File: config.mk
export PLATFORM = sky130hd
export DESIGN_NAME = bal_alu
export DESIGN_NICKNAME = d
export VERILOG_FILES = /design/src/rtl/bal_pkg.sv /design/src/rtl/bal_alu.sv
export SDC_FILE = /design/constraint.sdc
export NUM_CORES = 1
export LEC_CHECK = 0
export ABC_CLOCK_PERIOD_IN_PS = 6700
export BUFFER_PORTS_ARGS = -buffer_cell sky130_fd_sc_hd__buf_2
export CAP_MARGIN = 25
export CORE_ASPECT_RATIO = 0.6
export CORE_MARGIN = 2
export CORE_UTILIZATION = 44
export CTS_CLUSTER_DIAMETER = 100
export DETAILED_ROUTE_END_ITERATION = 6
export GPL_TIMING_DRIVEN = 0
export SYNTH_ARGS = -nofsm -noshare
export SYNTH_HDL_FRONTEND = slang
export SYNTH_SLANG_ARGS = --single-unit
File: constraint.sdc
create_clock -name pclk -period 6.7 [get_ports pclk]
set_clock_uncertainty 0.2 [all_clocks]
set_input_delay 1.005 -clock pclk [delete_from_list [all_inputs] [get_ports pclk]]
set_output_delay 1.005 -clock pclk [all_outputs]
set_load 0.01 [all_outputs]
File: src/rtl/bal_pkg.sv
// Constants and types for the byte arithmetic and logic datapath
package bal_pkg;
    // APB byte addresses of the registers
    localparam logic [7:0] OFF_GPR_LAST = 8'h1C;
    localparam logic [7:0] OFF_FLAGS    = 8'h20;
    localparam logic [7:0] OFF_SP       = 8'h24;
    localparam logic [7:0] OFF_IMM      = 8'h28;
    localparam logic [7:0] OFF_CMD      = 8'h2C;
    localparam logic [7:0] OFF_STATUS   = 8'h30;

    // Register select codes; slot 6 is the memory byte at the pointer pair
    localparam logic [2:0] SEL_H = 3'h4;
    localparam logic [2:0] SEL_L = 3'h5;
    localparam logic [2:0] SEL_M = 3'h6;
    localparam logic [2:0] SEL_A = 3'h7;

    // Register pair select codes
    localparam logic [1:0] PAIR_BC = 2'h0;
    localparam logic [1:0] PAIR_DE = 2'h1;
    localparam logic [1:0] PAIR_HL = 2'h2;

    // Flag bit positions
    localparam int FLG_S  = 7;
    localparam int FLG_Z  = 6;
    localparam int FLG_AC = 4;
    localparam int FLG_P  = 2;
    localparam int FLG_CY = 0;

    // Command register fields
    localparam int CMD_OP_LSB   = 0;
    localparam int CMD_SEL_LSB  = 4;
    localparam int CMD_PAIR_LSB = 8;

    // Status register fields
    localparam int STAT_BUSY       = 0;
    localparam int STAT_CYCLES_LSB = 4;
    localparam int STAT_STATES_LSB = 8;

    // Reset values
    localparam logic [7:0]  RST_BYTE = 8'h00;
    localparam logic [15:0] RST_WORD = 16'h0000;

    // Machine cycle and state counts
    localparam logic [3:0] CYC_1 = 4'h1;
    localparam logic [3:0] CYC_2 = 4'h2;
    localparam logic [3:0] CYC_3 = 4'h3;
    localparam logic [3:0] ST_4  = 4'h4;
    localparam logic [3:0] ST_5  = 4'h5;
    localparam logic [3:0] ST_7  = 4'h7;
    localparam logic [3:0] ST_10 = 4'hA;

    // Decimal adjust limits
    localparam logic [3:0] BCD_MAX = 4'h9;
    localparam logic [3:0] BCD_ADJ = 4'h6;

    // Operations
    typedef enum logic [3:0] {
        OP_SUB_WITH_BORROW      = 4'b0000,
        OP_SUB_IMMEDIATE_BORROW = 4'b0001,
        OP_INCR_BYTE            = 4'b0010,
        OP_DECR_BYTE            = 4'b0011,
        OP_INCR_PAIR            = 4'b0100,
        OP_DECR_PAIR            = 4'b0101,
        OP_DOUBLE_ADD           = 4'b0110,
        OP_DECIMAL_ADJUST       = 4'b0111,
        OP_AND_OPERAND          = 4'b1000,
        OP_AND_IMMEDIATE        = 4'b1001,
        OP_XOR_OPERAND          = 4'b1010,
        OP_XOR_IMMEDIATE        = 4'b1011,
        OP_OR_OPERAND           = 4'b1100,
        OP_OR_IMMEDIATE         = 4'b1101,
        OP_COMPARE_OPERAND      = 4'b1110
    } bal_op_t;
    localparam logic [3:0] OP_ILLEGAL = 4'b1111;
endpackage

File: src/rtl/bal_alu.sv
// Byte arithmetic and logic datapath with APB register access
//
// Function
// RQ1: Register subtract with borrow: A minus register minus carry into A.
// RQ2: Memory subtract with borrow: A minus byte at pointer minus carry.
// RQ3: Immediate subtract with borrow uses second byte; 2 cycles, 7 states.
// RQ4: Register increment in 1 cycle, 5 states; carry kept.
// RQ5: Memory increment read-modify-write, 3 cycles, 10 states; carry kept.
// RQ6: Register decrement updates all flags but carry.
// RQ7: Memory decrement, 3 cycles, 10 states; only Z, S, P, AC change.
// RQ8: Pair increment in 1 cycle, 5 states; no flag changes.
// RQ9: Pair decrement as sixteen bits; no flag changes.
// RQ10: Double add pair into pointer pair; carry from bit 15 only.
// RQ11: Decimal adjust adds 6 if low nibble above 9 or AC set.
// RQ12: Then adds 6 to high nibble if above 9 or carry; all flags.
// RQ13: Logic ops update Z, S, P, AC, carry by standard rules.
// RQ14: AND clears carry; register form 1 cycle, 4 states.
// RQ15: Immediate AND clears carry and AC; 2 cycles, 7 states.
// RQ16: XOR clears carry and AC; register form 4 states.
// RQ17: Immediate XOR clears carry and AC; 2 cycles, 7 states.
// RQ18: OR clears carry and AC; memory form 2 cycles, 7 states.
// RQ19: Compare sets flags only, accumulator kept; 1 cycle, 4 states. The memory form here takes 2 cycles, 7 states.
// RQ20: Compare sets Z when equal, carry when A below operand.
// RQ21: Subtraction is two's complement; carry means borrow.
// RQ22: Z for zero, S is bit 7, P even ones, AC from bit 3.
//
// The APB interface to the registers and the register offsets were chosen for this implementation.
`timescale 1ns/1ns
module bal_alu
(
    // Clock and reset
    input  wire logic        pclk,
    input  wire logic        presetn,
    // APB slave
    input  wire logic        psel,
    input  wire logic        penable,
    input  wire logic        pwrite,
    input  wire logic [7:0]  paddr,
    input  wire logic [31:0] pwdata,
    output logic      [31:0] prdata,
    output logic             pready,
    output logic             pslverr,
    // Memory address from the pointer pair
    output logic      [15:0] mem_addr
);

    // Register file: B C D E H L, memory byte, accumulator
    logic [7:0]       gpr [0:7];
    logic [7:0]       flags;
    logic [15:0]      sp;
    logic [7:0]       imm;
    // Command execution state
    bal_pkg::bal_op_t op_q;
    logic [2:0]       sel_q;
    logic [1:0]       pair_q;
    logic             busy;
    logic [3:0]       cnt;
    logic [3:0]       last_cycles;
    logic [3:0]       last_states;
    // APB state
    logic             err_q;
    logic [31:0]      next_prdata;
    logic             next_err;
    logic             wr;
    logic             start;
    logic             commit;
    // Datapath results
    logic [7:0]       res8;
    logic [2:0]       dst8;
    logic             wr8;
    logic [15:0]      res16;
    logic             wr16;
    logic [7:0]       next_flags;
    // Top bit of the command op field
    localparam int CMD_OP_MSB = bal_pkg::CMD_OP_LSB + 3;
    // Timing of the command being written, pair value for the checks
    logic [7:0]       start_timing;
    logic [15:0]      pv_chk;

    // Timing of each operation: cycles in upper nibble, states in lower
    function automatic logic [7:0] op_timing(input logic [3:0] op,
                                             input logic [2:0] sel);
        logic mem;
        mem = (sel == bal_pkg::SEL_M);
        op_timing = {bal_pkg::CYC_2, bal_pkg::ST_7};
        case (op)
            bal_pkg::OP_SUB_WITH_BORROW, bal_pkg::OP_AND_OPERAND,
            bal_pkg::OP_XOR_OPERAND, bal_pkg::OP_OR_OPERAND,
            bal_pkg::OP_COMPARE_OPERAND:
                op_timing = mem ? {bal_pkg::CYC_2, bal_pkg::ST_7}
                                : {bal_pkg::CYC_1, bal_pkg::ST_4}; // RQ14
            bal_pkg::OP_INCR_BYTE, bal_pkg::OP_DECR_BYTE:
                op_timing = mem ? {bal_pkg::CYC_3, bal_pkg::ST_10}
                                : {bal_pkg::CYC_1, bal_pkg::ST_5}; // RQ5
            bal_pkg::OP_INCR_PAIR, bal_pkg::OP_DECR_PAIR:
                op_timing = {bal_pkg::CYC_1, bal_pkg::ST_5}; // RQ8
            bal_pkg::OP_DOUBLE_ADD:
                op_timing = {bal_pkg::CYC_3, bal_pkg::ST_10};
            bal_pkg::OP_DECIMAL_ADJUST:
                op_timing = {bal_pkg::CYC_1, bal_pkg::ST_4};
            default:
                op_timing = {bal_pkg::CYC_2, bal_pkg::ST_7}; // RQ3
        endcase
    endfunction

    // Zero, sign and parity of a result byte in flag layout
    function automatic logic [7:0] szp(input logic [7:0] r);
        szp = 8'h00;
        szp[bal_pkg::FLG_S] = r[7]; // RQ22
        szp[bal_pkg::FLG_Z] = (r == 8'h00);
        szp[bal_pkg::FLG_P] = ~^r;
    endfunction

    // Sixteen-bit value of a register pair
    function automatic logic [15:0] pair_value(input logic [1:0] p,
                                               input logic [7:0] hi_b,
                                               input logic [7:0] lo_b,
                                               input logic [15:0] s);
        pair_value = (p == 2'h3) ? s : {hi_b, lo_b};
    endfunction

    // APB: zero wait states, answer prepared in the setup cycle
    assign pready   = 1'b1;
    assign pslverr  = err_q;
    assign wr       = psel && penable && pwrite && !err_q;
    assign start    = wr && (paddr == bal_pkg::OFF_CMD);
    assign commit   = busy && (cnt == 4'h0);
    assign mem_addr = {gpr[bal_pkg::SEL_H], gpr[bal_pkg::SEL_L]};

    // Read mux and refusal decode; writes are refused while busy so the
    // datapath operands stay frozen during a command
    always_comb
    begin
        next_prdata = 32'h0000_0000;
        next_err    = 1'b0;
        if (paddr <= bal_pkg::OFF_GPR_LAST && paddr[1:0] == 2'h0)
        begin
            next_prdata = {24'h00_0000, gpr[paddr[4:2]]};
            next_err    = pwrite && busy;
        end
        else
        begin
            unique case (paddr)
                bal_pkg::OFF_FLAGS:
                begin
                    next_prdata = {24'h00_0000, flags};
                    next_err    = pwrite && busy;
                end
                bal_pkg::OFF_SP:
                begin
                    next_prdata = {16'h0000, sp};
                    next_err    = pwrite && busy;
                end
                bal_pkg::OFF_IMM:
                begin
                    next_prdata = {24'h00_0000, imm};
                    next_err    = pwrite && busy;
                end
                bal_pkg::OFF_CMD:
                begin
                    next_prdata = {22'h00_0000, pair_q, 1'b0, sel_q,
                                   op_q};
                    next_err    = pwrite && (busy ||
                        pwdata[CMD_OP_MSB:bal_pkg::CMD_OP_LSB]
                        == bal_pkg::OP_ILLEGAL);
                end
                bal_pkg::OFF_STATUS:
                begin
                    next_prdata = {20'h0_0000, last_states, last_cycles,
                                   3'h0, busy};
                    next_err    = pwrite;
                end
                default:
                begin
                    next_prdata = 32'h0000_0000;
                    next_err    = 1'b1;
                end
            endcase
        end
    end

    // Timing looked up once from the write data of the command
    assign start_timing = op_timing(pwdata[CMD_OP_MSB:bal_pkg::CMD_OP_LSB],
                                    pwdata[bal_pkg::CMD_SEL_LSB +: 3]);

    // Read data and error captured in the setup phase
    always_ff @(posedge pclk or negedge presetn)
    begin
        if (!presetn)
        begin
            prdata <= 32'h0000_0000;
            err_q  <= 1'b0;
        end
        else if (psel && !penable)
        begin
            prdata <= next_prdata;
            err_q  <= next_err;
        end
    end

    // Command sequencer: one pclk per state, results land on last state
    always_ff @(posedge pclk or negedge presetn)
    begin
        if (!presetn)
        begin
            busy        <= 1'b0;
            cnt         <= 4'h0;
            op_q        <= bal_pkg::OP_SUB_WITH_BORROW;
            sel_q       <= 3'h0;
            pair_q      <= 2'h0;
            last_cycles <= 4'h0;
            last_states <= 4'h0;
        end
        else if (start)
        begin
            busy   <= 1'b1;
            op_q   <= bal_pkg::bal_op_t'(
                          pwdata[CMD_OP_MSB:bal_pkg::CMD_OP_LSB]);
            sel_q  <= pwdata[bal_pkg::CMD_SEL_LSB +: 3];
            pair_q <= pwdata[bal_pkg::CMD_PAIR_LSB +: 2];
            {last_cycles, last_states} <= start_timing;
            cnt    <= start_timing[3:0] - 4'h1;
        end
        else if (busy)
        begin
            busy <= (cnt != 4'h0);
            cnt  <= (cnt == 4'h0) ? 4'h0 : cnt - 4'h1;
        end
    end

    // Datapath for the latched command
    always_comb
    begin
        logic [7:0]  acc;
        logic [7:0]  opnd;
        logic        cy;
        logic        ac;
        logic        cyin;
        logic [8:0]  diff;
        logic [4:0]  nib;
        logic [15:0] pv;
        logic [15:0] hl;
        logic [16:0] sum;
        logic        lo_adj;
        logic        hi_adj;
        logic [8:0]  t1;
        logic [8:0]  t2;
        logic [4:0]  lo5;
        acc    = gpr[bal_pkg::SEL_A];
        cy     = flags[bal_pkg::FLG_CY];
        ac     = flags[bal_pkg::FLG_AC];
        opnd   = gpr[sel_q];
        cyin   = 1'b0;
        diff   = 9'h000;
        nib    = 5'h00;
        pv     = pair_value(pair_q, gpr[{pair_q, 1'b0}],
                            gpr[{pair_q, 1'b1}], sp);
        hl     = {gpr[bal_pkg::SEL_H], gpr[bal_pkg::SEL_L]};
        sum    = 17'h0_0000;
        lo_adj = 1'b0;
        hi_adj = 1'b0;
        t1     = 9'h000;
        t2     = 9'h000;
        lo5    = 5'h00;
        res8   = 8'h00;
        dst8   = bal_pkg::SEL_A;
        wr8    = 1'b0;
        res16  = 16'h0000;
        wr16   = 1'b0;
        next_flags = flags;
        if (op_q == bal_pkg::OP_SUB_IMMEDIATE_BORROW ||
            op_q == bal_pkg::OP_AND_IMMEDIATE ||
            op_q == bal_pkg::OP_XOR_IMMEDIATE ||
            op_q == bal_pkg::OP_OR_IMMEDIATE)
            opnd = imm; // RQ3
        unique case (op_q)
            bal_pkg::OP_SUB_WITH_BORROW, bal_pkg::OP_SUB_IMMEDIATE_BORROW,
            bal_pkg::OP_COMPARE_OPERAND:
            begin
                // Two's complement subtract; carry out inverted is borrow
                cyin = (op_q == bal_pkg::OP_COMPARE_OPERAND) ? 1'b0 : cy;
                diff = {1'b0, acc} - {1'b0, opnd} - {8'h00, cyin}; // RQ21
                nib  = {1'b0, acc[3:0]} + {1'b0, ~opnd[3:0]}
                       + {4'h0, ~cyin};
                res8 = diff[7:0]; // RQ1 RQ2
                wr8  = (op_q != bal_pkg::OP_COMPARE_OPERAND); // RQ19
                next_flags = szp(diff[7:0]);
                next_flags[bal_pkg::FLG_AC] = nib[4]; // RQ22
                next_flags[bal_pkg::FLG_CY] = diff[8]; // RQ20
            end
            bal_pkg::OP_INCR_BYTE, bal_pkg::OP_DECR_BYTE:
            begin
                // Carry is kept from before
                dst8 = sel_q;
                wr8  = 1'b1;
                if (op_q == bal_pkg::OP_INCR_BYTE)
                    res8 = opnd + 8'h01; // RQ4
                else
                    res8 = opnd - 8'h01; // RQ6
                next_flags = szp(res8);
                next_flags[bal_pkg::FLG_AC] =
                    (op_q == bal_pkg::OP_INCR_BYTE) ?
                    (opnd[3:0] == 4'hF) : (opnd[3:0] != 4'h0); // RQ7
                next_flags[bal_pkg::FLG_CY] = cy; // RQ4 RQ6 RQ7
            end
            bal_pkg::OP_INCR_PAIR, bal_pkg::OP_DECR_PAIR:
            begin
                wr16  = 1'b1;
                res16 = (op_q == bal_pkg::OP_INCR_PAIR) ?
                        pv + 16'h0001 : pv - 16'h0001; // RQ8 RQ9
            end
            bal_pkg::OP_DOUBLE_ADD:
            begin
                sum   = {1'b0, hl} + {1'b0, pv};
                res16 = sum[15:0]; // RQ10
                next_flags[bal_pkg::FLG_CY] = sum[16]; // RQ10
            end
            bal_pkg::OP_DECIMAL_ADJUST:
            begin
                // Both steps in one pass; the high test sees step one
                lo_adj = ac || (acc[3:0] > bal_pkg::BCD_MAX); // RQ11
                lo5    = {1'b0, acc[3:0]} + {1'b0, bal_pkg::BCD_ADJ};
                t1     = {1'b0, acc} +
                         (lo_adj ? {5'h00, bal_pkg::BCD_ADJ} : 9'h000);
                hi_adj = cy || t1[8] || (t1[7:4] > bal_pkg::BCD_MAX);
                t2     = {1'b0, t1[7:0]} +
                         (hi_adj ? {1'b0, bal_pkg::BCD_ADJ, 4'h0}
                                 : 9'h000); // RQ12
                res8   = t2[7:0];
                wr8    = 1'b1;
                next_flags = szp(t2[7:0]);
                next_flags[bal_pkg::FLG_AC] = lo_adj && lo5[4];
                next_flags[bal_pkg::FLG_CY] = cy || t1[8] || t2[8];
            end
            bal_pkg::OP_AND_OPERAND, bal_pkg::OP_AND_IMMEDIATE:
            begin
                res8 = acc & opnd;
                wr8  = 1'b1;
                next_flags = szp(res8); // RQ13
                next_flags[bal_pkg::FLG_AC] =
                    (op_q == bal_pkg::OP_AND_OPERAND) &&
                    (acc[3] || opnd[3]); // RQ15
                next_flags[bal_pkg::FLG_CY] = 1'b0; // RQ14
            end
            bal_pkg::OP_XOR_OPERAND, bal_pkg::OP_XOR_IMMEDIATE,
            bal_pkg::OP_OR_OPERAND, bal_pkg::OP_OR_IMMEDIATE:
            begin
                res8 = (op_q == bal_pkg::OP_XOR_OPERAND ||
                        op_q == bal_pkg::OP_XOR_IMMEDIATE) ?
                       (acc ^ opnd) : (acc | opnd); // RQ16 RQ18
                wr8  = 1'b1;
                next_flags = szp(res8); // RQ17
            end
            default:
            begin
                wr8 = 1'b0;
            end
        endcase
    end

    // Byte registers: software writes when idle, results at commit
    always_ff @(posedge pclk or negedge presetn)
    begin
        if (!presetn)
        begin
            for (int i = 0; i < 8; i++)
                gpr[i] <= bal_pkg::RST_BYTE;
        end
        else if (wr && paddr <= bal_pkg::OFF_GPR_LAST)
            gpr[paddr[4:2]] <= pwdata[7:0];
        else if (commit && wr8)
            gpr[dst8] <= res8; // RQ5
        else if (commit && (wr16 || op_q == bal_pkg::OP_DOUBLE_ADD))
        begin
            if (op_q == bal_pkg::OP_DOUBLE_ADD)
            begin
                gpr[bal_pkg::SEL_H] <= res16[15:8]; // RQ10
                gpr[bal_pkg::SEL_L] <= res16[7:0];
            end
            else if (pair_q != 2'h3)
            begin
                gpr[{pair_q, 1'b0}] <= res16[15:8];
                gpr[{pair_q, 1'b1}] <= res16[7:0];
            end
        end
    end

    // Stack pointer, reached only as pair 3
    always_ff @(posedge pclk or negedge presetn)
    begin
        if (!presetn)
            sp <= bal_pkg::RST_WORD;
        else if (wr && paddr == bal_pkg::OFF_SP)
            sp <= pwdata[15:0];
        else if (commit && wr16 && pair_q == 2'h3)
            sp <= res16; // RQ9
    end

    // Flags and immediate byte
    always_ff @(posedge pclk or negedge presetn)
    begin
        if (!presetn)
        begin
            flags <= bal_pkg::RST_BYTE;
            imm   <= bal_pkg::RST_BYTE;
        end
        else
        begin
            if (wr && paddr == bal_pkg::OFF_FLAGS)
                flags <= pwdata[7:0] & 8'hD5;
            else if (commit)
                flags <= next_flags; // RQ13
            if (wr && paddr == bal_pkg::OFF_IMM)
                imm <= pwdata[7:0];
        end
    end

    assign pv_chk = pair_value(pair_q, gpr[{pair_q, 1'b0}],
                               gpr[{pair_q, 1'b1}], sp);
endmodule

Word level (Yosys, flattened, before mapping) --
Index checks and enable logic that the tools add are counted.
Word-level totals: input port bits 45, register bits 151, output and inout bits 50, word-level logic and storage cells 232
Cells by class: equal/unequal tests 36, $lt $le $gt $ge 12, reductions and logical operators 75, multiplexer cells 64, $add $sub $neg 14, bitwise logic cells 10
Operators with widths (number):
- 64-bit bitwise mux | 4
- 64-bit two-way mux | 4
- 8-bit two-way mux | 18
- 8-bit binary-select mux with 3-bit select | 4
- 8-bit demux with 3-bit select | 4
- 16-bit two-way mux | 6
- 16-bit one-hot mux with 5 select lines | 1
- 32-bit two-way mux | 2
- 4-bit equality test, second input constant | 13
- 8-bit by 6-bit equality test with 1-bit output, second input constant | 5
- 8-bit zero test | 5
- 8-bit one-hot mux with 5 select lines | 1
- 8-bit XNOR reduction | 5
- 7-bit one-hot mux with 5 select lines | 1
- 4-bit by 3-bit equality test with 1-bit output, second input constant | 8
- 16-bit one-hot mux with 2 select lines | 1
- 6-bit one-hot mux with 5 select lines | 1
- 1-bit logical AND | 23
- 4-bit greater-or-equal comparator, second input constant | 5
- 3-bit NOT with 4-bit output | 5
- 16-bit by 16-bit adder with 17-bit output | 1
- 16-bit by 1-bit adder with 16-bit output, second input constant | 1
- 4-bit by 2-bit equality test with 1-bit output, second input constant | 4
- 4-bit by 1-bit less-than comparator with 1-bit output, second input constant | 4
- other kinds (49) | 85

Logic depth before layout (Yosys ltp) --
Gate-level depths: netlist (run 1).
depth after elaboration 15, depth in mapped cells 24, mapped depth without buffers 22

Worst setup path before layout (run 1) --
Ideal clock, no wire load.
path type register -> register, start register sel_q[1], end register flags[2], data required time 6382 ps, setup slack 1838 ps, period minus slack after synthesis 4862 ps, path buffers 3, cell stages (with the launch flop) 22, data arrival time 4544 ps, cell sequence dfrtp_1 -> buf_6 -> buf_2 -> buf_1 -> mux4_2 -> mux2_2 -> mux2_2 -> ha_1 -> inv_1 -> ha_1 -> o21ai_0 -> a21boi_0 -> mux2i_1 -> nand2_1 -> inv_1 -> ha_1 -> xor2_1 -> xnor2_1 -> o22ai_1 -> a211oi_1 -> a211oi_1 -> a21o_1
Between the ends: word-level cells in the longest chain between the ends 12, elaborated cells between the ends (all ways) 22, those cells by class 4 x add/sub; 10 x mux; 4 x bitwise; 4 x reduce/logical
RTL lines:
- start, declared | line bal_alu.sv:54 | logic [2:0] sel_q;
- start signal, assigned | line bal_alu.sv:219 | sel_q <= pwdata[bal_pkg::CMD_SEL_LSB +: 3];
- 3-bit NOT with 4-bit output (not written as such) * | line bal_alu.sv:252 | opnd = gpr[sel_q];
- 8-bit binary-select mux with 3-bit select * | line bal_alu.sv:252
- 8-bit two-way mux (not written as such) * (2 in a row) | line bal_alu.sv:252
- 8-bit two-way mux * | line bal_alu.sv:271 | if (op_q == bal_pkg::OP_SUB_IMMEDIATE_BORROW ||
- parallel branches: the longest is 4 deep, another holds 8-bit by 8-bit subtractor with 9-bit output
- 7-bit one-hot mux with 5 select lines * | line bal_alu.sv:276 | unique case (op_q)
- 8-bit two-way mux * | line bal_alu.sv:411 | else if (commit)
- 8-bit two-way mux * | line bal_alu.sv:409 | if (wr && paddr == bal_pkg::OFF_FLAGS)
- end signal, assigned | line bal_alu.sv:404 | flags <= bal_pkg::RST_BYTE;
- end signal, assigned | line bal_alu.sv:410 | flags <= pwdata[7:0] & 8'hD5;
- end signal, assigned | line bal_alu.sv:412 | flags <= next_flags;
- end, declared | line bal_alu.sv:49 | logic [7:0] flags;
Mark *: on every way between the ends. The select of a mux whose other input is x is not followed. A chain may end at the register's enable or synchronous reset.

Final worst setup path (run 1) --
start register op_q[1], end register flags[2]
Between the ends: word-level cells in the longest chain between the ends 12, elaborated cells between the ends (all ways) 41, those cells by class 4 x add/sub; 11 x eq/ne; 8 x mux; 3 x bitwise; 15 x reduce/logical
RTL lines:
- start, declared | line bal_alu.sv:53 | bal_pkg::bal_op_t op_q;
- start signal, assigned | line bal_alu.sv:208 | op_q <= bal_pkg::OP_SUB_WITH_BORROW;
- start signal, assigned | line bal_alu.sv:217 | op_q <= bal_pkg::bal_op_t'(
- parallel branches: the longest is 12 deep, another holds 8-bit by 8-bit subtractor with 9-bit output
Several ways; the timed one is not identified. The select of a mux whose other input is x is not followed.

==> results of run 1 <==
kinds of logic after synthesis:
logic type	Yosys count	synth area share, %
mux	97	13.8
fa+ha+maj	101	10.9
simple gates	385	14.8
other cells	2	0.0621
compound gates	395	22.7
flops	129	26.7
xor+xnor	53	3.84
buf+inv	192	7.15
final cells by class:
cell class                      instances  area (um2)
Clock buffer                           18         439
Clock inverter                         14         121
Antenna cell                            5        12.5
Multi-Input combinational cell       1048        8060
Tap cell                              360         450
Sequential cell                       129        3230
Buffer                                102         527
Inverter                               90         338
Timing Repair Buffer                   68         393
Fill cell                            2590       13100
registers in the layout (all words and copies together), names as in the netlist:
name / flops
busy: 1
prdata: 16
mem_addr: 16
last_states: 4
sel_q: 3
gpr: 48
pair_q: 2
sp: 16
cnt: 4
last_cycles: 1
op_q: 4
flags: 5
pslverr: 1
imm: 8
cells in the final DEF (no fill, tap or decap), types with 32 or more instances in the layout:
master,netlist,layout
a21oi_1,63,63
a221oi_1,33,33
a22oi_1,32,32
buf_2,4,63
buf_4,35,38
clkbuf_1,56,56
dfrtp_1,129,129
ha_1,94,94
inv_1,90,90
mux4_2,49,49
nand2_1,123,123
nor2_1,122,122
o21ai_0,94,94
xnor2_1,38,38
worst paths after layout:
check,slack [ns],cells after the start,start,endpoint
setup / recovery,0.39,24,op_q[1]$_DFFE_PN0P_,flags[2]$_DFFE_PN0P_
hold / removal,0.28,2,prdata[11]$_DFFE_PN0P_,prdata[11]$_DFFE_PN0P_
setup reg to reg,0.39,24,op_q[1]$_DFFE_PN0P_,flags[2]$_DFFE_PN0P_
hold reg to reg,0.28,2,prdata[11]$_DFFE_PN0P_,prdata[11]$_DFFE_PN0P_
max in group asynchronous,5.12,2,presetn,sp[14]$_DFFE_PN0P_
min in group asynchronous,0.38,1,presetn,gpr[1]$_DFFE_PN0P_
worst max-delay path: stages, from the launching register on:
cell and delay, ns:
dfrtp_1 0.32, buf_2 0.18, nand2b_1 0.34, o21ai_0 0.25, nand2_1 0.19, buf_2 0.27
mux2i_1 0.41, inv_1 0.24, fa_1 0.60, inv_1 0.05, ha_1 0.16, o21ai_0 0.23
a31oi_1 0.14, o21ai_0 0.47, a21boi_0 0.28, mux2i_1 0.17, nand2_1 0.24, inv_1 0.08
ha_1 0.29, xor2_1 0.20, xnor2_1 0.14, o22ai_1 0.11, a211oi_2 0.29, a211oi_1 0.13
a21o_1 0.19
power by group through the flow:
stage	registers, mW	clock network [mW]	logic (mW)
detailed placement	0.979	0	1.03
global placement	0.982	0	1.01
finish	0.986	0.921	1.09
CTS	0.966	0.920	1.05
floorplan	0.901	0	0.729
global route	0.979	0.955	1.17
what timing repair did:
| action | 4_1_cts | 5_1_grt |
|---|---|---|
| buffers inserted | 0 | 0 |
| resized for setup | 0 | 1 |
| endpoints found under the setup margin | 0 | 1 |
per-layer routing:
metal	part of all wire (%)	vias up	track usage, %
li1	-	5208	-
met1	45	6019	57.9
met2	34	979	43.1
met3	19	92	23.6
met4	2.0	4	8.20
met5	0.11	-	2.50
==> impl_metrics.json, run 1 <==
{
  "core_mm2": 0.0267,
  "die_h_um": 132,
  "internal_power_mw": 1.79,
  "setup_ws_ns": 0.386,
  "ant_nets": 0,
  "drtPass1Iterations": 7,
  "post-place-cells": 1794,
  "grt_usage_pct": 38.1,
  "critPathMaxFanout": 10,
  "hold_class": "reg2reg",
  "drtIter0Drc": 1980,
  "clockRootBuffer": "clkbuf_16",
  "cts_tree": "built",
  "setup_viol": 0,
  "synth_most_common_cell": "dfrtp_1",
  "p_comb_share_pct": 36.4,
  "netlist.area_leader.share_pct": 26.7,
  "clock_latency_ns": 0.46,
  "ir_drop_uv": 150,
  "syn-instance-count": 1354,
  "fin_tns_setup_ns": 0,
  "leakage_nw": 6.12,
  "wl_per_cell_um": 30.0,
  "antenna_found_initial": 3,
  "yosys_warnings": 0,
  "critPathKind": "reg2reg",
  "clk_pin_slew_ns": 0.07,
  "synth-edff-count": 0,
  "grt_setup_unrepaired": "no",
  "clock-sinks": 129,
  "cp.arrival_ns": 6.46,
  "fin_area_mm2": 0.0136,
  "drv_cap": 0,
  "port_buffers": 58,
  "endpoint_kind": "flop",
  "grt_max_degree": 77,
  "num_vias": 12300,
  "yosysTopAreaCell": "dfrtp_1",
  "finalNonFillerCells": 1834,
  "ctsLongestPathBuffers": 2,
  "cts.hold.buffers_added": 0,
  "power_mw": 3.00,
  "pwr-share-seq_pct": 32.9,
  "drive_gt1_share_pct": 16.1,
  "ys_top_cells_by_area": "dfrtp_1 (27%), ha_1 (9.7%), mux4_2 (9.1%)",
  "layout.nets": 1602,
  "critPathLaunchType": "flop",
  "max_freq_ghz": 0.158,
  "rows": 46,
  "gp_congestion": 1.02,
  "min_period_ns": 6.31,
  "synth_seq_cells": 129,
  "post-route-period-util_pct": 94.2,
  "hpwl_um": 43700,
  "hold_viol": 0,
  "placed_area_mm2": 0.0130,
  "pin_count": 95,
  "status": "completed",
  "p_sw_mw": 1.21,
  "slew_violations": 0,
  "swShare_pct": 40.4,
  "whs_ns": 0.281,
  "netlist_area_mm2": 0.0121,
  "grt.overflow.total": 0,
  "yosysSeqAreaShare_pct": 26.7,
  "initial_utilization_pct": 45.3,
  "cts_buffers": 17,
  "grt_pass1_vias": 10900,
  "place_ws_ns": 0.462,
  "maxSlewHeadroom_pct": 16.9,
  "wirelength_um": 54900,
  "syn2layout_area_growth_pct": 12.3,
  "required_ns": 6.84,
  "drc": 0,
  "synth_top_flop_cell": "dfrtp_1",
  "clkPwrFrac_pct": 30.7,
  "via_per_inst": 6.71,
  "dieArea_mm2": 0.0289,
  "fp.dieW_um": 218,
  "worst_slew_pin_slew_ns": 1.25,
  "synthDistinctLibCells": 79,
  "p_per_area_mw_per_mm2": 221,
  "async_reset_ff_share_pct": 100,
  "netlist_top_cells_count": "dfrtp_1 (129), nand2_1 (123), nor2_1 (122), ha_1 (94), o21ai_0 (94)",
  "syn-mean-instance-area_um2": 8.93,
  "postLayoutCoreUtil_pct": 50.8,
  "htree_levels": 4,
  "grt_pass1_wl_um": 77900
}
Note: power is estimated with default switching activity, not from simulation.
==> run 2, diff against run 1 <==
PLACE_DENSITY_LB_ADDON = 0.2   (was unset)
==> impl_metrics.json, run 2 (synthesized netlist as in run 1, its figures left out) <==
{
  "status": "finished, violations left",
  "violations": "design-rule violations",
  "ctsLongestPathBuffers": 2,
  "critPathLaunch": "op_q[2]$_DFFE_PN0P_",
  "die_h_um": 132,
  "syn2layout_area_growth_pct": 12.3,
  "wirelength_um": 53800,
  "cp.depth": 15,
  "post-place-cells": 1794,
  "cp.arrival_ns": 6.15,
  "cts_buffers": 17,
  "largest_reg_flops": 48,
  "cts_resized": 0,
  "fp.dieW_um": 218,
  "multiInputGateArea_mm2": 0.00806,
  "min_period_ns": 6.06,
  "via_per_inst": 6.66,
  "num_vias": 12200,
  "antenna_found_initial": 1,
  "path_cells": "clkbuf_1, clkbuf_1, and2_1, clkbuf_1, nand2_1, ha_1, a21o_1, a21oi_1, nor2b_1, a21oi_1, o21a_1, o22ai_1, xnor2_1, a22oi_1, o21ai_0",
  "clk_pin_slew_ns": 0.06,
  "r2r-start": "op_q[2]$_DFFE_PN0P_",
  "place_ws_ns": 0.767,
  "drv_cap": 0,
  "drive_gt1_share_pct": 15.9,
  "final_common_cell": "dfrtp_1",
  "worst_slew_pin_slew_ns": 1.18,
  "power_mw": 3.01,
  "cp_num_buf_inv": 3,
  "slew_violations": 0,
  "gp_congestion": 1.04,
  "post-route-period-util_pct": 90.5,
  "finalNonFillerCells": 1828,
  "r2r_slack_ns": 0.64,
  "clockRootBuffer": "clkbuf_16",
  "dieArea_mm2": 0.0289,
  "initial_utilization_pct": 45.3,
  "grt_max_degree": 72,
  "setup_viol": 0,
  "ir_drop_uv": 221,
  "critPathKind": "reg2reg",
  "hold_start": "last_cycles[0]$_DFFE_PN0P_",
  "slowest_delay_ns": 0.88,
  "max_freq_ghz": 0.165,
  "hold_depth": 2,
  "num-fill-cells": 2553,
  "hold_class": "reg2reg",
  "rr_worst_depth": 15,
  "post_cts_buffers": 0,
  "rows": 46,
  "htree_levels": 4,
  "drc": 10,
  "drtIter0Drc": 1883,
  "critPathMaxFanout": 15,
  "grt_usage_pct": 37.2,
  "grt_pass1_wl_um": 76200,
  "leakage_nw": 6.13,
  "grt_setup_unrepaired": "no",
  "grt.overflow.total": 0,
  "fin_tns_setup_ns": 0,
  "endpoint_kind": "flop",
  "seqCellArea_mm2": 0.00323,
  "drtPass1Iterations": 7,
  "ant_nets": 0,
  "p_per_area_mw_per_mm2": 221,
  "maxSlewHeadroom_pct": 21.5,
  "cp_top_family": "compound AO/OA/AOI/OAI gates",
  "clock_latency_ns": 0.46,
  "pin_count": 95,
  "final_cell_mix": "dfrtp_1 (129), nand2_1 (123), nor2_1 (122), o21ai_0 (94), ha_1 (94)",
  "clock-sinks": 129,
  "setup_ws_ns": 0.639,
  "whs_ns": 0.281,
  "wl_per_cell_um": 29.4,
  "port_buffers": 58,
  "cts_tree": "built",
  "slowest_stage": "a22oi_1",
  "core_mm2": 0.0267,
  "required_ns": 6.79,
  "grt_pass1_vias": 10900,
  "hpwl_um": 42600,
  "cp_common_cell": "clkbuf_1",
  "regMostFlops": "gpr",
  "critPathLaunchType": "flop",
  "hold_viol": 0,
  "cts.hold.buffers_added": 0,
  "layout.nets": 1601
}
-- run 2: changes by cell type in the layout (fill, tap and decap cells not counted), sizes merged --
cell	delta
inv	-6
diode	-4
bufinv	+2
clkinvlp	-1
clkinv	+3
-- run 2: per-layer routing --
layer | vias to the layer above | global-route usage [%] | wire length [um]
met4 | 4 | 7.45 | 1030
met5 | - | 1.67 | 103
met3 | 107 | 25.6 | 10800
met1 | 5898 | 55.2 | 23600
li1 | 5200 | - | -
met2 | 970 | 42.2 | 18300
-- run 2: path summary, 6_finish.rpt --
path	endpoint
max in group asynchronous	gpr[49]$_DFFE_PN0P_
worst max-delay path	sp[15]$_DFFE_PN0P_
worst min register to register	last_cycles[0]$_DFFE_PN0P_
worst min-delay path	last_cycles[0]$_DFFE_PN0P_
worst max register to register	sp[15]$_DFFE_PN0P_
min in group asynchronous	mem_addr[12]$_DFFE_PN0P_
-- run 2: layout make-up --
class	instances	area share (%)
repair buffers	67	2.93
diodes	1	0.0184
plain buffers	102	3.88
well taps	360	3.32
flip-flops and latches	129	23.8
multi-input cells	1048	59.3
clock inverters	12	1.00
inverters	90	2.49
clock buffers	19	3.26
-- run 2: worst min-delay path: stages, from the launching register on --
cell	delay [ns]
dfrtp_1	0.34
nand2_1	0.05
nand2_1	0.06
-- run 2: through the flow --
step / utilization [%] / instance area [um2]
floorplan: - / 12100
global placement: 48.3 / 12900
detailed placement: 48.6 / 13000
CTS: 50.8 / 13600
finish: 50.9 / 13600
global route: 50.8 / 13600
-- run 2: power by group --
| group | internal, mW | leakage (nW) | switching (mW) |
|---|---|---|---|
| combinational | 0.454 | 4.21 | 0.630 |
| sequential | 0.838 | 1.64 | 0.128 |
| clock | 0.556 | 0.275 | 0.400 |
